### src/core/slbc_cfg.svh
// Constants for the strap latch boot configuration block: offsets, fields, reset values.
// Assumes inclusion by bare name from files under core/.
`ifndef SLBC_CFG_SVH
`define SLBC_CFG_SVH
// Register byte offsets
`define SLBC_STRAP_OFS      12'h000
`define SLBC_CTRL_OFS       12'h004
`define SLBC_STATUS_OFS     12'h008
// Strap status fields
`define SLBC_BIT_SUPPLY     0
`define SLBC_BIT_BOOT       1
`define SLBC_BIT_DLQ        2
`define SLBC_BIT_LOG        3
`define SLBC_BIT_SDIO       4
`define SLBC_NSTRAP         5
// Control fields
`define SLBC_CTRL_VOLT_OVR  0
`define SLBC_CTRL_VOLT_VAL  1
`define SLBC_CTRL_TIME_OVR  2
`define SLBC_CTRL_TIME_IN   3
`define SLBC_CTRL_TIME_OUT  4
`define SLBC_CTRL_RST       5'h00
// Pull direction per strap, 1 = pull-up
`define SLBC_PULL_UP_MASK   5'h1a
`endif

### src/core/slbc_pkg.sv
// Types for the strap latch boot configuration block.
// Assumes the constants header is compiled alongside.
package slbc_pkg;
  // Boot source decoded from straps
  typedef enum logic [1:0] {
    SLBC_BOOT_FLASH    = 2'b00,
    SLBC_BOOT_DOWNLOAD = 2'b01,
    SLBC_BOOT_UNDEF    = 2'b10
  } slbc_boot_t;
endpackage : slbc_pkg

### src/core/slbc_strap_cell.sv
// One strap latch cell: pull control, capture at reset release, hold.
// Assumes pad input is synchronous to pclk and at least one pclk edge falls inside reset.
`timescale 1ns/10ps
module slbc_strap_cell #(
  parameter bit PULL_UP = 1'b0          // Pull direction during reset
) (
  input  wire logic pclk,               // System clock
  input  wire logic presetn,            // Async reset, active low
  input  wire logic pad_in,             // Pad level
  output logic      pull_up_en,         // Weak pull-up request
  output logic      pull_dn_en,         // Weak pull-down request
  output logic      strap_q             // Captured bit
);
  logic strap_r;                        // Latched value, no reset: it must load while reset holds

  // Follow the pad on every edge under reset; the last edge before release closes it.
  // Sampling after release would see the pad with the weak pulls already gone.
  always_ff @(posedge pclk) begin
    if (!presetn) begin
      strap_r <= pad_in;
    end
  end

  // Transparent while reset holds, closed afterwards
  assign strap_q    = presetn ? strap_r : pad_in;
  assign pull_up_en = !presetn &&  PULL_UP;
  assign pull_dn_en = !presetn && !PULL_UP;
endmodule : slbc_strap_cell

### src/core/slbc_apb_regs.sv
// APB slave for the strap block: strap status, control overrides, decode status.
// Assumes a standard APB master; zero wait states.
`timescale 1ns/10ps
`include "slbc_cfg.svh"
module slbc_apb_regs (
  input  wire logic        pclk,        // System clock
  input  wire logic        presetn,     // Async reset, active low
  input  wire logic        psel,        // APB select
  input  wire logic        penable,     // APB access phase
  input  wire logic        pwrite,      // APB direction
  input  wire logic [11:0] paddr,       // APB byte address
  input  wire logic [31:0] pwdata,      // APB write data
  output logic [31:0]      prdata,      // APB read data
  output logic             pready,      // APB ready
  output logic             pslverr,     // APB error
  input  wire logic [4:0]  strap_bits,  // Captured straps
  input  wire logic [3:0]  status_bits, // Decoded settings
  output logic [4:0]       ctrl_r       // Override controls
);
  logic acc;                            // Access phase strobe
  logic hit;                            // Mapped address

  assign acc     = psel && penable;
  assign hit     = (paddr == `SLBC_STRAP_OFS) || (paddr == `SLBC_CTRL_OFS)
                   || (paddr == `SLBC_STATUS_OFS);
  assign pready  = 1'b1;                // No wait states
  assign pslverr = acc && !hit;         // Unmapped answers with error

  // Control writes; only this register is writable
  always_ff @(posedge pclk or negedge presetn) begin
    if (!presetn) begin
      ctrl_r <= `SLBC_CTRL_RST;
    end else if (acc && pwrite && paddr == `SLBC_CTRL_OFS) begin
      ctrl_r <= pwdata[4:0];
    end
  end

  // Registered read data, loaded in setup so it is valid in access
  always_ff @(posedge pclk or negedge presetn) begin
    if (!presetn) begin
      prdata <= 32'h0000_0000;
    end else if (psel && !penable && !pwrite) begin
      if (paddr == `SLBC_STRAP_OFS) begin
        prdata <= {27'h0, strap_bits};
      end else if (paddr == `SLBC_CTRL_OFS) begin
        prdata <= {27'h0, ctrl_r};
      end else if (paddr == `SLBC_STATUS_OFS) begin
        prdata <= {28'h0, status_bits};
      end else begin
        prdata <= 32'h0000_0000;        // Unmapped reads zero
      end
    end
  end
endmodule : slbc_apb_regs

### src/core/slbc_top.sv
// Strap latch boot configuration: captures five straps during reset and decodes settings.
// Operation
// - Sample five straps during system reset
// - Hold straps until the next system reset, when they are sampled again
// - Straps readable in one status register
// - Weak pulls on straps during reset
// - Release pins to function after reset
// - Supply strap selects 3.3 or 1.8
// - Boot select picks flash or download
// - Log strap enables boot console output
// - Strap pair sets SDIO edge timing
// - Firmware may override voltage and timing
// Assumes presetn covers power-on, watchdog and brownout resets.
//
// Chosen here: the register addresses and register access over APB.
`timescale 1ns/10ps
`include "slbc_cfg.svh"
module slbc_top (
  input  wire logic        pclk,                  // System clock, 25 MHz
  input  wire logic        presetn,               // Async system reset, active low
  input  wire logic        psel,                  // APB select
  input  wire logic        penable,               // APB enable
  input  wire logic        pwrite,                // APB write
  input  wire logic [11:0] paddr,                 // APB address
  input  wire logic [31:0] pwdata,                // APB write data
  output logic [31:0]      prdata,                // APB read data
  output logic             pready,                // APB ready
  output logic             pslverr,               // APB error
  input  wire logic        supply_select_strap,   // Pad levels, externally driven
  input  wire logic        boot_select_strap,     // Boot source pad
  input  wire logic        download_qualify_strap,// Download qualify pad
  input  wire logic        log_timing_strap,      // Log and timing pad
  input  wire logic        sdio_edge_strap,       // SDIO edge pad
  output logic [4:0]       strap_pull_up_en,      // Weak pull-up enables
  output logic [4:0]       strap_pull_dn_en,      // Weak pull-down enables
  output logic             strap_func_en,         // Pins in normal function
  output logic             flash_vdd_1v8,         // 1 = 1.8 V, 0 = 3.3 V
  output logic             boot_download,         // Download boot selected
  output logic             boot_undefined,        // Unsupported strap combination
  output logic             console_log_en,        // Boot console log enable
  output logic             sdio_in_rising,        // SDIO input sample edge
  output logic             sdio_out_rising        // SDIO output launch edge
);
  logic [4:0] pads;                               // Pad vector
  logic [4:0] strap;                              // Captured straps
  logic [4:0] ctrl_r;                             // Override controls
  logic [3:0] status;                             // Effective settings
  slbc_pkg::slbc_boot_t boot_r;                   // Decoded boot source
  logic vdd_r;                                    // Effective voltage select
  logic log_r;                                    // Log enable
  logic sin_r;                                    // SDIO input edge
  logic sout_r;                                   // SDIO output edge

  assign pads = {sdio_edge_strap, log_timing_strap, download_qualify_strap,
                 boot_select_strap, supply_select_strap};

  // One latch cell per strap
  genvar gi;
  generate
    for (gi = 0; gi < `SLBC_NSTRAP; gi++) begin : g_cell
      slbc_strap_cell #(
        .PULL_UP (bit'((`SLBC_PULL_UP_MASK >> gi) & 1))
      ) u_cell (
        .pclk       (pclk),
        .presetn    (presetn),
        .pad_in     (pads[gi]),
        .pull_up_en (strap_pull_up_en[gi]),
        .pull_dn_en (strap_pull_dn_en[gi]),
        .strap_q    (strap[gi])
      );
    end
  endgenerate

  // Pins return to function once reset releases
  assign strap_func_en = presetn;

  // Boot source decode; flash wins regardless of qualifier
  always_ff @(posedge pclk or negedge presetn) begin
    if (!presetn) begin
      boot_r <= slbc_pkg::SLBC_BOOT_FLASH;
    end else if (strap[`SLBC_BIT_BOOT]) begin
      boot_r <= slbc_pkg::SLBC_BOOT_FLASH;
    end else if (!strap[`SLBC_BIT_DLQ]) begin
      boot_r <= slbc_pkg::SLBC_BOOT_DOWNLOAD;
    end else begin
      boot_r <= slbc_pkg::SLBC_BOOT_UNDEF;       // Combination not defined
    end
  end

  // Voltage select with firmware override
  always_ff @(posedge pclk or negedge presetn) begin
    if (!presetn) begin
      vdd_r <= 1'b0;
    end else if (ctrl_r[`SLBC_CTRL_VOLT_OVR]) begin
      vdd_r <= ctrl_r[`SLBC_CTRL_VOLT_VAL];
    end else begin
      vdd_r <= strap[`SLBC_BIT_SUPPLY];
    end
  end

  // Console log enable follows log strap
  always_ff @(posedge pclk or negedge presetn) begin
    if (!presetn) begin
      log_r <= 1'b1;
    end else begin
      log_r <= strap[`SLBC_BIT_LOG];
    end
  end

  // SDIO timing pair, overridable after boot
  always_ff @(posedge pclk or negedge presetn) begin
    if (!presetn) begin
      sin_r  <= 1'b1;
      sout_r <= 1'b1;
    end else if (ctrl_r[`SLBC_CTRL_TIME_OVR]) begin
      sin_r  <= ctrl_r[`SLBC_CTRL_TIME_IN];
      sout_r <= ctrl_r[`SLBC_CTRL_TIME_OUT];
    end else begin
      sin_r  <= strap[`SLBC_BIT_LOG];
      sout_r <= strap[`SLBC_BIT_SDIO];
    end
  end

  assign flash_vdd_1v8   = vdd_r;
  assign boot_download   = (boot_r == slbc_pkg::SLBC_BOOT_DOWNLOAD);
  assign boot_undefined  = (boot_r == slbc_pkg::SLBC_BOOT_UNDEF);
  assign console_log_en  = log_r;
  assign sdio_in_rising  = sin_r;
  assign sdio_out_rising = sout_r;
  assign status          = {sout_r, sin_r, log_r, vdd_r};

  // Register file over APB
  slbc_apb_regs u_regs (
    .pclk        (pclk),
    .presetn     (presetn),
    .psel        (psel),
    .penable     (penable),
    .pwrite      (pwrite),
    .paddr       (paddr),
    .pwdata      (pwdata),
    .prdata      (prdata),
    .pready      (pready),
    .pslverr     (pslverr),
    .strap_bits  (strap),
    .status_bits (status),
    .ctrl_r      (ctrl_r)
  );
endmodule : slbc_top

### config.mk
export PLATFORM = sky130hd
export DESIGN_NAME = slbc_top
export DESIGN_NICKNAME = d
export VERILOG_FILES = /design/src/core/slbc_pkg.sv /design/src/core/slbc_strap_cell.sv /design/src/core/slbc_apb_regs.sv /design/src/core/slbc_top.sv
export VERILOG_INCLUDE_DIRS = /design/src /design/src/core
export SDC_FILE = /design/constraint.sdc
export NUM_CORES = 1
export LEC_CHECK = 0
export ABC_AREA = 1
export ABC_CLOCK_PERIOD_IN_PS = 1450
export BUFFER_PORTS_ARGS = -buffer_cell sky130_fd_sc_hd__buf_2
export CAP_MARGIN = 20
export CORE_MARGIN = 1.5
export CORE_UTILIZATION = 43
export CTS_CLUSTER_SIZE = 12
export DETAILED_ROUTE_END_ITERATION = 6
export GPL_TIMING_DRIVEN = 0
export PLACE_DENSITY = 0.86
export REMOVE_ABC_BUFFERS = 1
export SLEW_MARGIN = 20
export SYNTH_ARGS = -nofsm -noshare
export SYNTH_HDL_FRONTEND = slang
export SYNTH_HIERARCHICAL = 1
export SYNTH_SLANG_ARGS = --single-unit
### constraint.sdc
create_clock -name pclk -period 1.45 [get_ports pclk]
set_input_delay 0.0725 -clock pclk [delete_from_list [all_inputs] [get_ports pclk]]
set_output_delay 0.0725 -clock pclk [all_outputs]
set_load 0.01 [all_outputs]
== Yosys cells after proc, flatten, opt, wreduce, memory -nomap -nowiden ==
Cells that the tools add are included.

* Equal/unequal tests: 4
* Multiplexer cells: 13
* Reductions and logical operators: 13

{| class="wikitable"
|+ Operators by type and width
! cell !! number
|-
| $mux W32 || 2
|-
| $eq A12 B3 Y1 const B || 1
|-
| $eq A12 B4 Y1 const B || 1
|-
| $logic_not A12 Y1 || 1
|-
| $mux W1 || 8
|-
| $logic_and A1 B1 Y1 || 6
|-
| $logic_not A1 Y1 || 4
|-
| $mux W2 || 2
|-
| $mux W4 || 1
|-
| $eq A2 B1 Y1 const B || 1
|-
| $eq A2 B2 Y1 const B || 1
|-
| $logic_or A1 B1 Y1 || 2
|}

* Register bits: 48
* Output and inout port bits: 51

== Longest topological paths before layout ==
Gate-level depths: netlist of the first run.

* Word-level depth: 5
* Gate-level depth with buffers: 9
* Depth with buffers taken out: 9

== By module ==
The synthesis of the first run kept the hierarchy.

{| class="wikitable"
|+ Modules (own cells, without submodules)
! module !! times used !! cells each !! area each (sq um) !! seq. area each (sq um)
|-
| slbc_apb_regs || 1 || 128 || 889.6 || 250.2
|-
| slbc_strap_cell || 5 || 7 || 51.3 || 20.0
|-
| slbc_top || 1 || 25 || 229.0 || 153.9
|}

== Worst setup path before layout of the first run ==
Ideal clock, no wire load.

* Path type: in2out
* Start point: in paddr[5]
* End point: out pslverr
* Data arrival time: 815 ps
* Data required time: 1378 ps
* Path slack: 562 ps
* Cell stages on the path: 6
* Cell sequence: nor2_1 nand2_1 nor2_8 buf_8 o21ai_1 and3b_1

* Longest elaborated chain between the ends: 5
* Elaborated cells on any way between the ends: 7
* Classes of those cells: 2 x eq/ne; 5 x reduce/logical

{| class="wikitable"
|+ RTL lines
! element !! RTL line !! text
|-
| start, declared || slbc_top.sv:24 || <nowiki>input wire logic [11:0] paddr,</nowiki>
|-
| $eq A12 B3 Y1 (no source line) / $logic_not A12 Y1 (equally long branches) || - ||
|-
| $logic_or A1 B1 Y1 || slbc_apb_regs.sv:24 || <nowiki>assign hit = (paddr == `SLBC_STRAP_OFS) || (paddr == `SLBC_CTRL_OFS)</nowiki>
|-
| $logic_or A1 B1 Y1 (*) || slbc_apb_regs.sv:24 ||
|-
| $logic_not A1 Y1 (*) || slbc_apb_regs.sv:27 || <nowiki>assign pslverr = acc && !hit;</nowiki>
|-
| $logic_and A1 B1 Y1 (*) || slbc_apb_regs.sv:27 ||
|-
| end, declared || slbc_top.sv:28 || <nowiki>output logic pslverr,</nowiki>
|}

Mark *: on every way between the ends. The rest lies on a longest branch, timed or not.

== Final worst setup path of the first run ==
* Start point: in presetn
* End point: reg u_regs.prdata[3]

* Longest elaborated chain between the ends: 2

{| class="wikitable"
|+ RTL lines
! element !! RTL line !! text
|-
| start, declared || slbc_top.sv:20 || <nowiki>input wire logic presetn,</nowiki>
|-
| $mux W1 || slbc_strap_cell.sv:25 || <nowiki>assign strap_q = presetn ? strap_r : pad_in;</nowiki>
|-
| named net strap[3] || slbc_top.sv:45 || <nowiki>logic [4:0] strap;</nowiki>
|-
| $mux W32 || slbc_apb_regs.sv:43 || <nowiki>if (paddr == `SLBC_STRAP_OFS) begin</nowiki>
|-
| end signal, assigned || slbc_apb_regs.sv:44 || <nowiki>prdata <= {27'h0, strap_bits};</nowiki>
|-
| end signal, assigned || slbc_apb_regs.sv:46 || <nowiki>prdata <= {27'h0, ctrl_r};</nowiki>
|-
| end signal, assigned || slbc_apb_regs.sv:48 || <nowiki>prdata <= {28'h0, status_bits};</nowiki>
|-
| end, declared || slbc_apb_regs.sv:13 || <nowiki>output logic [31:0] prdata,</nowiki>
|}

The timed path passes the listed nets, and every way through them passes these cells.
A chain may end at the register's enable or synchronous reset.

==> impl_metrics.yaml, run 1 <==
pwr:
  cellLeakagePower_nw: 0.9959
  vdd_drop_max_mv: 0.3194
  p_per_area_nw_per_um2: 709.7
yosys:
  yosys-top-cells-area: "dfrtp_1 24%, buf_4 19%, nand2_1 12%"
  synth.top_cell.area_share_pct: 23.66
  syn-instance-count: 188
  yosysWarnings: 6
  yosysTopAreaCell: "dfrtp_1"
  syn_avg_cell_area_um2: 7.314
  synth-seq-area-share_pct: 36.67
  ys_ff_latch: 21
  syn_area_um2: 1375
  netlist-cell-type-count: 18
place:
  dpl.cell_count: 267
  io_buffers: 44
  dpl_cell_area_um2: 1478
  place.gp.congestion: 0.8397
  hpwl_um: 1844
global_routing:
  grt_pass1_wl_um: 3636
  grt.overflow.total: 0
  antenna_found_initial: 0
  grtUsageTotal_pct: 13.41
  grt_max_degree: 28
  grt_pass1_vias: 914
timing:
  period_minus_slack_ns: 1.268
  report.final.slew_viol_count: 0
  skew_ns: 0.005665
  tns_ns: 0
  fin_crit_sh_pct: 87.42
  setup_violations: 0
  rsz0062_at_grt: "no"
  fmax_ghz: 0.7889
  finalHoldViolations: 0
detailed_routing:
  ant_nets: 0
  wl_per_cell_um: 8.443
  vias: 1134
  drtPass1Iterations: 4
  drt-total-wl_um: 2381
  drc_errors: 0
  drt_iter0_drc: 16
  viasPerCell: 4.021
finish:
  stdcell_area_um2: 1618
  num-nets-final: 293
  mostFrequentLayoutCells: "45 x nand2_1, 43 x buf_2, 33 x conb_1, 22 x inv_1, 17 x nand3_1"
  syn_to_final_growth_pct: 17.65
  layout-drive-gt1-share_pct: 30.67
  final_common_cell: "nand2_1"
  diodes: 0
  stdcell_count: 282
cts:
  clock_latency_ns: 0.31
  cts_buffer_depth: 2
  clkTransAtPathRegs_ns: 0.12
  htreeDepth: 1
  cts_buffers: 3
  numClockSinks: 21
  cts_tree: "done"
  postCtsSetupBuffers: 0
  root_buffer: "clkbuf_4"
critical_path:
  r2r_cells: 8
  crit_arrival_ns: 1.49
  worstSetupStartpointType: "primary input"
  required_ns: 1.67
  startpoint: "presetn"
  cp_max_fo: 27
  cp-endpoint: "u_regs/prdata[3]"
  r2r-end: "u_regs/prdata[3]"
  critPathKind: "primary input to flip-flop"
  end_kind: "flip-flop"
  r2r-start: "g_cell[3].u_cell/strap_r"
  r2r_slack_ns: 0.57
floorplanning:
  initial_utilization_pct: 45.04
  die_y_um: 59.55
  die_area_um2: 3546
  fp.dieW_um: 59.55
  coreArea_um2: 3053
  rows: 20
  ioPinCount: 105
job:
  drv_cap: 0
hold_path:
  hold_class: "primary input to flip-flop"
  min_from: "pwrite"
status:
  status: "completed"
## area by class of cell
type                            count  area [um^2]
Timing Repair Buffer               55        332.8
Multi-Input combinational cell    130        593.1
Inverter                           28        105.1
Fill cell                         311         1435
Clock inverter                      1        5.005
Clock buffer                        3        22.52
Tap cell                           44        55.05
Sequential cell                    21        504.2
## metal layers
metal	part of all wire, %	global-route usage (%)
met2	53	24.80
met1	40	14.71
met4	1.3	5.079
met3	5.8	3.057
met5	0	0
## cell usage after synthesis (all sizes together)
cell   count
nand2     56
o21ai      6
dfrtp     13
buf       35
dfxtp      5
conb       7
nand4      2
nand3     17
inv       28
and3b      1
nor2      15
dfstp      3
## report_power, final
| part | internal [mW] | switching [mW] | total, mW | leakage [nW] |
|---|---|---|---|---|
| sequential | 0.617 | 0.0102 | 0.627 | 0.251 |
| combinational | 0.0892 | 0.147 | 0.237 | 0.727 |
| clock | 0.103 | 0.181 | 0.284 | 0.0177 |
| total | 0.810 | 0.338 | 1.15 | 0.996 |
## worst max-delay path, cell delays in order
cell and delay [ns]:
dlygate4sd3_1 0.52, clkbuf_4 0.35, inv_2 0.07, nand2_2 0.07, nand2_2 0.06, inv_1 0.07
nand3_1 0.07, nand2_1 0.07, inv_1 0.03, nand2_1 0.06, nand2_1 0.05
## flip-flops by register name (all words and copies together), names as in the netlist
register               flops
sdio_in_rising             1
g_cell.u_cell/strap_r      5
boot_r                     2
u_regs/ctrl_r              5
sdio_out_rising            1
console_log_en             1
flash_vdd_1v8              1
u_regs/prdata              5
## how the worst min path moves through the flow
stage,end,cells past startpoint
after floorplan,boot_r[0],0
after global placement,boot_r[0],1
after detailed placement,boot_r[1],1
after CTS,u_regs/ctrl_r[2],3
after global routing,u_regs/ctrl_r[0],3
final,u_regs/ctrl_r[2],3
## cells by family (layout without fill, tap and decap cells)
| family | Yosys count | in the layout | synth area share [%] |
|---|---|---|---|
| AOI/OAI and AO/OA | 6 | 6 | 2.184 |
| DFF | 21 | 21 | 36.67 |
| and+or+nand+nor | 91 | 91 | 31.94 |
| buffers and inverters | 63 | 87 | 27.30 |
| other | 7 | 33 | 1.911 |
## per-stage QoR
step | util (%) | worst slack [ns] | hold WS [ns] | total power, mW
after floorplan | - | 0.5338 | -0.2231 | 0.7610
after global placement | 48.40 | 0.2498 | 0.08576 | 0.8463
after detailed placement | 48.40 | 0.2266 | 0.08898 | 0.8515
after CTS | 52.91 | 0.03209 | 0.1160 | 1.162
after global routing | 52.99 | 0.003810 | 0.1309 | 1.215
final | 52.99 | 0.1824 | 0.1271 | 1.148
## timing repair
action | in CTS | in global routing
hold endpoints to repair | 23 | 0
hold buffers | 11 | 0
endpoints found under the setup margin | 0 | 11
resized for setup | 0 | 1
Power figures use the tool's default switching activity.
==> run 2, diff against run 1 <==
==> constraint.sdc (replaced) <==
create_clock -name pclk -period 1.45 [get_ports pclk]
set_input_delay 0.0725 -clock pclk [delete_from_list [all_inputs] [get_ports pclk]]
set_output_delay 0.0725 -clock pclk [all_outputs]
set_load 0.05 [all_outputs]
==> run 2 against run 1 <==
Clock-buffer cell count is the same; clock power grew 2%; wire length grew 6.0%; register-to-register slack is essentially flat; core utilization grew 0.25 points; final cell count grew 0.35%; power grew 21%; die area is the same; final area grew 0.46%; sequential share of layout area shrank 0.14 points; non-clock buffer count grew 1; sequential power is essentially flat; critical path type is now primary input to output port.
==> impl_metrics.yaml, run 2 (same netlist as run 1, synthesis figures left out) <==
status:
  status: "completed"
floorplanning:
  die_area_um2: 3546
  initial_utilization_pct: 45.04
  die_y_um: 59.55
  ioPinCount: 105
  rows: 20
  coreArea_um2: 3053
  fp.dieW_um: 59.55
detailed_routing:
  drt-total-wl_um: 2524
  met1Wirelength_um: 1021
  vias: 1145
  dr_wl_met3_um: 131
  drtPass1Iterations: 4
  drc_errors: 0
  wl_per_cell_um: 8.919
  top_layer_used: "met4"
  drt_iter0_drc: 31
  route.met2.wl_um: 1338
  ant_nets: 0
  viasPerCell: 4.046
cts:
  numClockSinks: 21
  cts_buffer_depth: 2
  root_buffer: "clkbuf_4"
  cts_buffers: 3
  ctsResizeCount: 0
  postCtsSetupBuffers: 0
  htreeDepth: 1
  cts_tree: "done"
  clkTransAtPathRegs_ns: 0.12
  clock_latency_ns: 0.31
  postCtsHoldBufs: 12
place:
  hpwl_um: 1844
  place_ws_ns: 0.1637
  io_buffers: 44
  place.gp.congestion: 0.8397
critical_path:
  end_kind: "output port"
  cp_common_cell: "buf_2"
  critPathSlowestCell: "nor2_8"
  slowest_delay_ns: 0.23
  path_delay_family: "simple AND/OR/NAND/NOR gates"
  crit_arrival_ns: 1.24
  cp_max_fo: 16
  r2r_cells: 8
  startpoint: "paddr[9]"
  worst-path-stages: 7
  required_ns: 1.38
  cp-endpoint: "pslverr"
  worstSetupStartpointType: "primary input"
  critPathKind: "primary input to output port"
  r2r-start: "g_cell[3].u_cell/strap_r"
  r2r_slack_ns: 0.58
  cp.buffers_inverters: 2
  crit_chain: "buf_2 > nor2_2 > nand2_2 > nor2_8 > nand2_1 > and3b_1 > buf_2"
  r2r-end: "u_regs/prdata[3]"
hold_path:
  hold_class: "primary input to flip-flop"
  whs_path_depth: 3
finish:
  reg.largest.list: "g_cell.u_cell/strap_r x5, u_regs/ctrl_r x5, u_regs/prdata x5"
  mostFrequentLayoutCells: "45 x nand2_1, 44 x buf_2, 33 x conb_1, 22 x inv_1, 17 x nand3_1"
  final_common_cell: "nand2_1"
  num-nets-final: 294
  layout-drive-gt1-share_pct: 30.54
  syn_to_final_growth_pct: 18.20
  diodes: 0
timing:
  setup_violations: 0
  rsz0062_at_grt: "no"
  tns_ns: 0
  finalHoldViolations: 0
  report.final.slew_viol_count: 0
  slew-limit-headroom_pct: 58.02
  period_minus_slack_ns: 1.313
  skew_ns: 0.006500
  fin_ws_ns: 0.1372
  tightestPinTransition_ns: 0.6276
  fmax_ghz: 0.7617
  fin_crit_sh_pct: 90.54
global_routing:
  grtUsageTotal_pct: 14.32
  grt.overflow.total: 0
  grt_max_degree: 17
  grt_pass1_wl_um: 3843
  grt_pass1_vias: 944
  antenna_found_initial: 0
pwr:
  p_per_area_nw_per_um2: 852.5
  cellLeakagePower_nw: 0.9994
  vdd_drop_max_mv: 0.3251
job:
  drv_cap: 0
-- run 2: cell count changes in the layout (fill, tap and decap cells not counted), sizes merged --
| cell | delta |
|---|---|
| buf | +1 |
| clkbuf | -1 |
| dlygate4sd3 | +1 |
-- run 2: power by group --
group / switching, mW / total, mW / internal [mW]
combinational: 0.377 / 0.468 / 0.0907
clock: 0.187 / 0.290 / 0.103
sequential: 0.0103 / 0.628 / 0.617
total: 0.574 / 1.39 / 0.811
-- run 2: per-stage QoR --
stage               instance area (um^2)  utilization (%)  power, mW  std cells  hold slack, ns
CTS                                 1625            53.24      1.394        283          0.1160
global placement                    1478            48.40      1.074        267         0.08576
detailed placement                  1478            48.40      1.079        267         0.08898
finish                              1625            53.24      1.386        283          0.1230
global route                        1625            53.24      1.447        283          0.1309
floorplan                           1202                -     0.9841        179         -0.2231
-- run 2: final cells by class --
cell class | instances | area, um^2
fillers | 310 | 1428
multi-input cells | 130 | 593.1
flip-flops and latches | 21 | 504.2
repair buffers | 56 | 340.3
inverters | 28 | 105.1
well taps | 44 | 55.05
clock buffers | 3 | 22.52
clock inverters | 1 | 5.005
-- run 2: how the worst min path moves through the flow --
stage,startpoint,slack (ns),to
6_report,pwrite,0.12,u_regs/ctrl_r[2]
5_1_grt,pwrite,0.13,u_regs/ctrl_r[0]
4_1_cts,pwrite,0.12,u_regs/ctrl_r[2]
3_5_place_dp,presetn,0.09,boot_r[1]
3_3_place_gp,presetn,0.09,boot_r[0]
2_1_floorplan,presetn,-0.22,boot_r[0]
-- run 2: metal layers --
| layer | vias to the layer above | global-route usage, % |
|---|---|---|
| met4 | 0 | 5.079 |
| li1 | 600 | - |
| met5 | - | 0 |
| met3 | 4 | 3.057 |
| met2 | 41 | 26.69 |
| met1 | 500 | 15.80 |
-- run 2: worst reg2reg max path, stage by stage (launching register included) --
cell     delay, ns
dfxtp_1       0.32
nand2_1       0.06
nand2_2       0.08
inv_1         0.07
nand3_1       0.07
nand2_1       0.07
inv_1         0.03
nand2_1       0.06
nand2_1       0.04
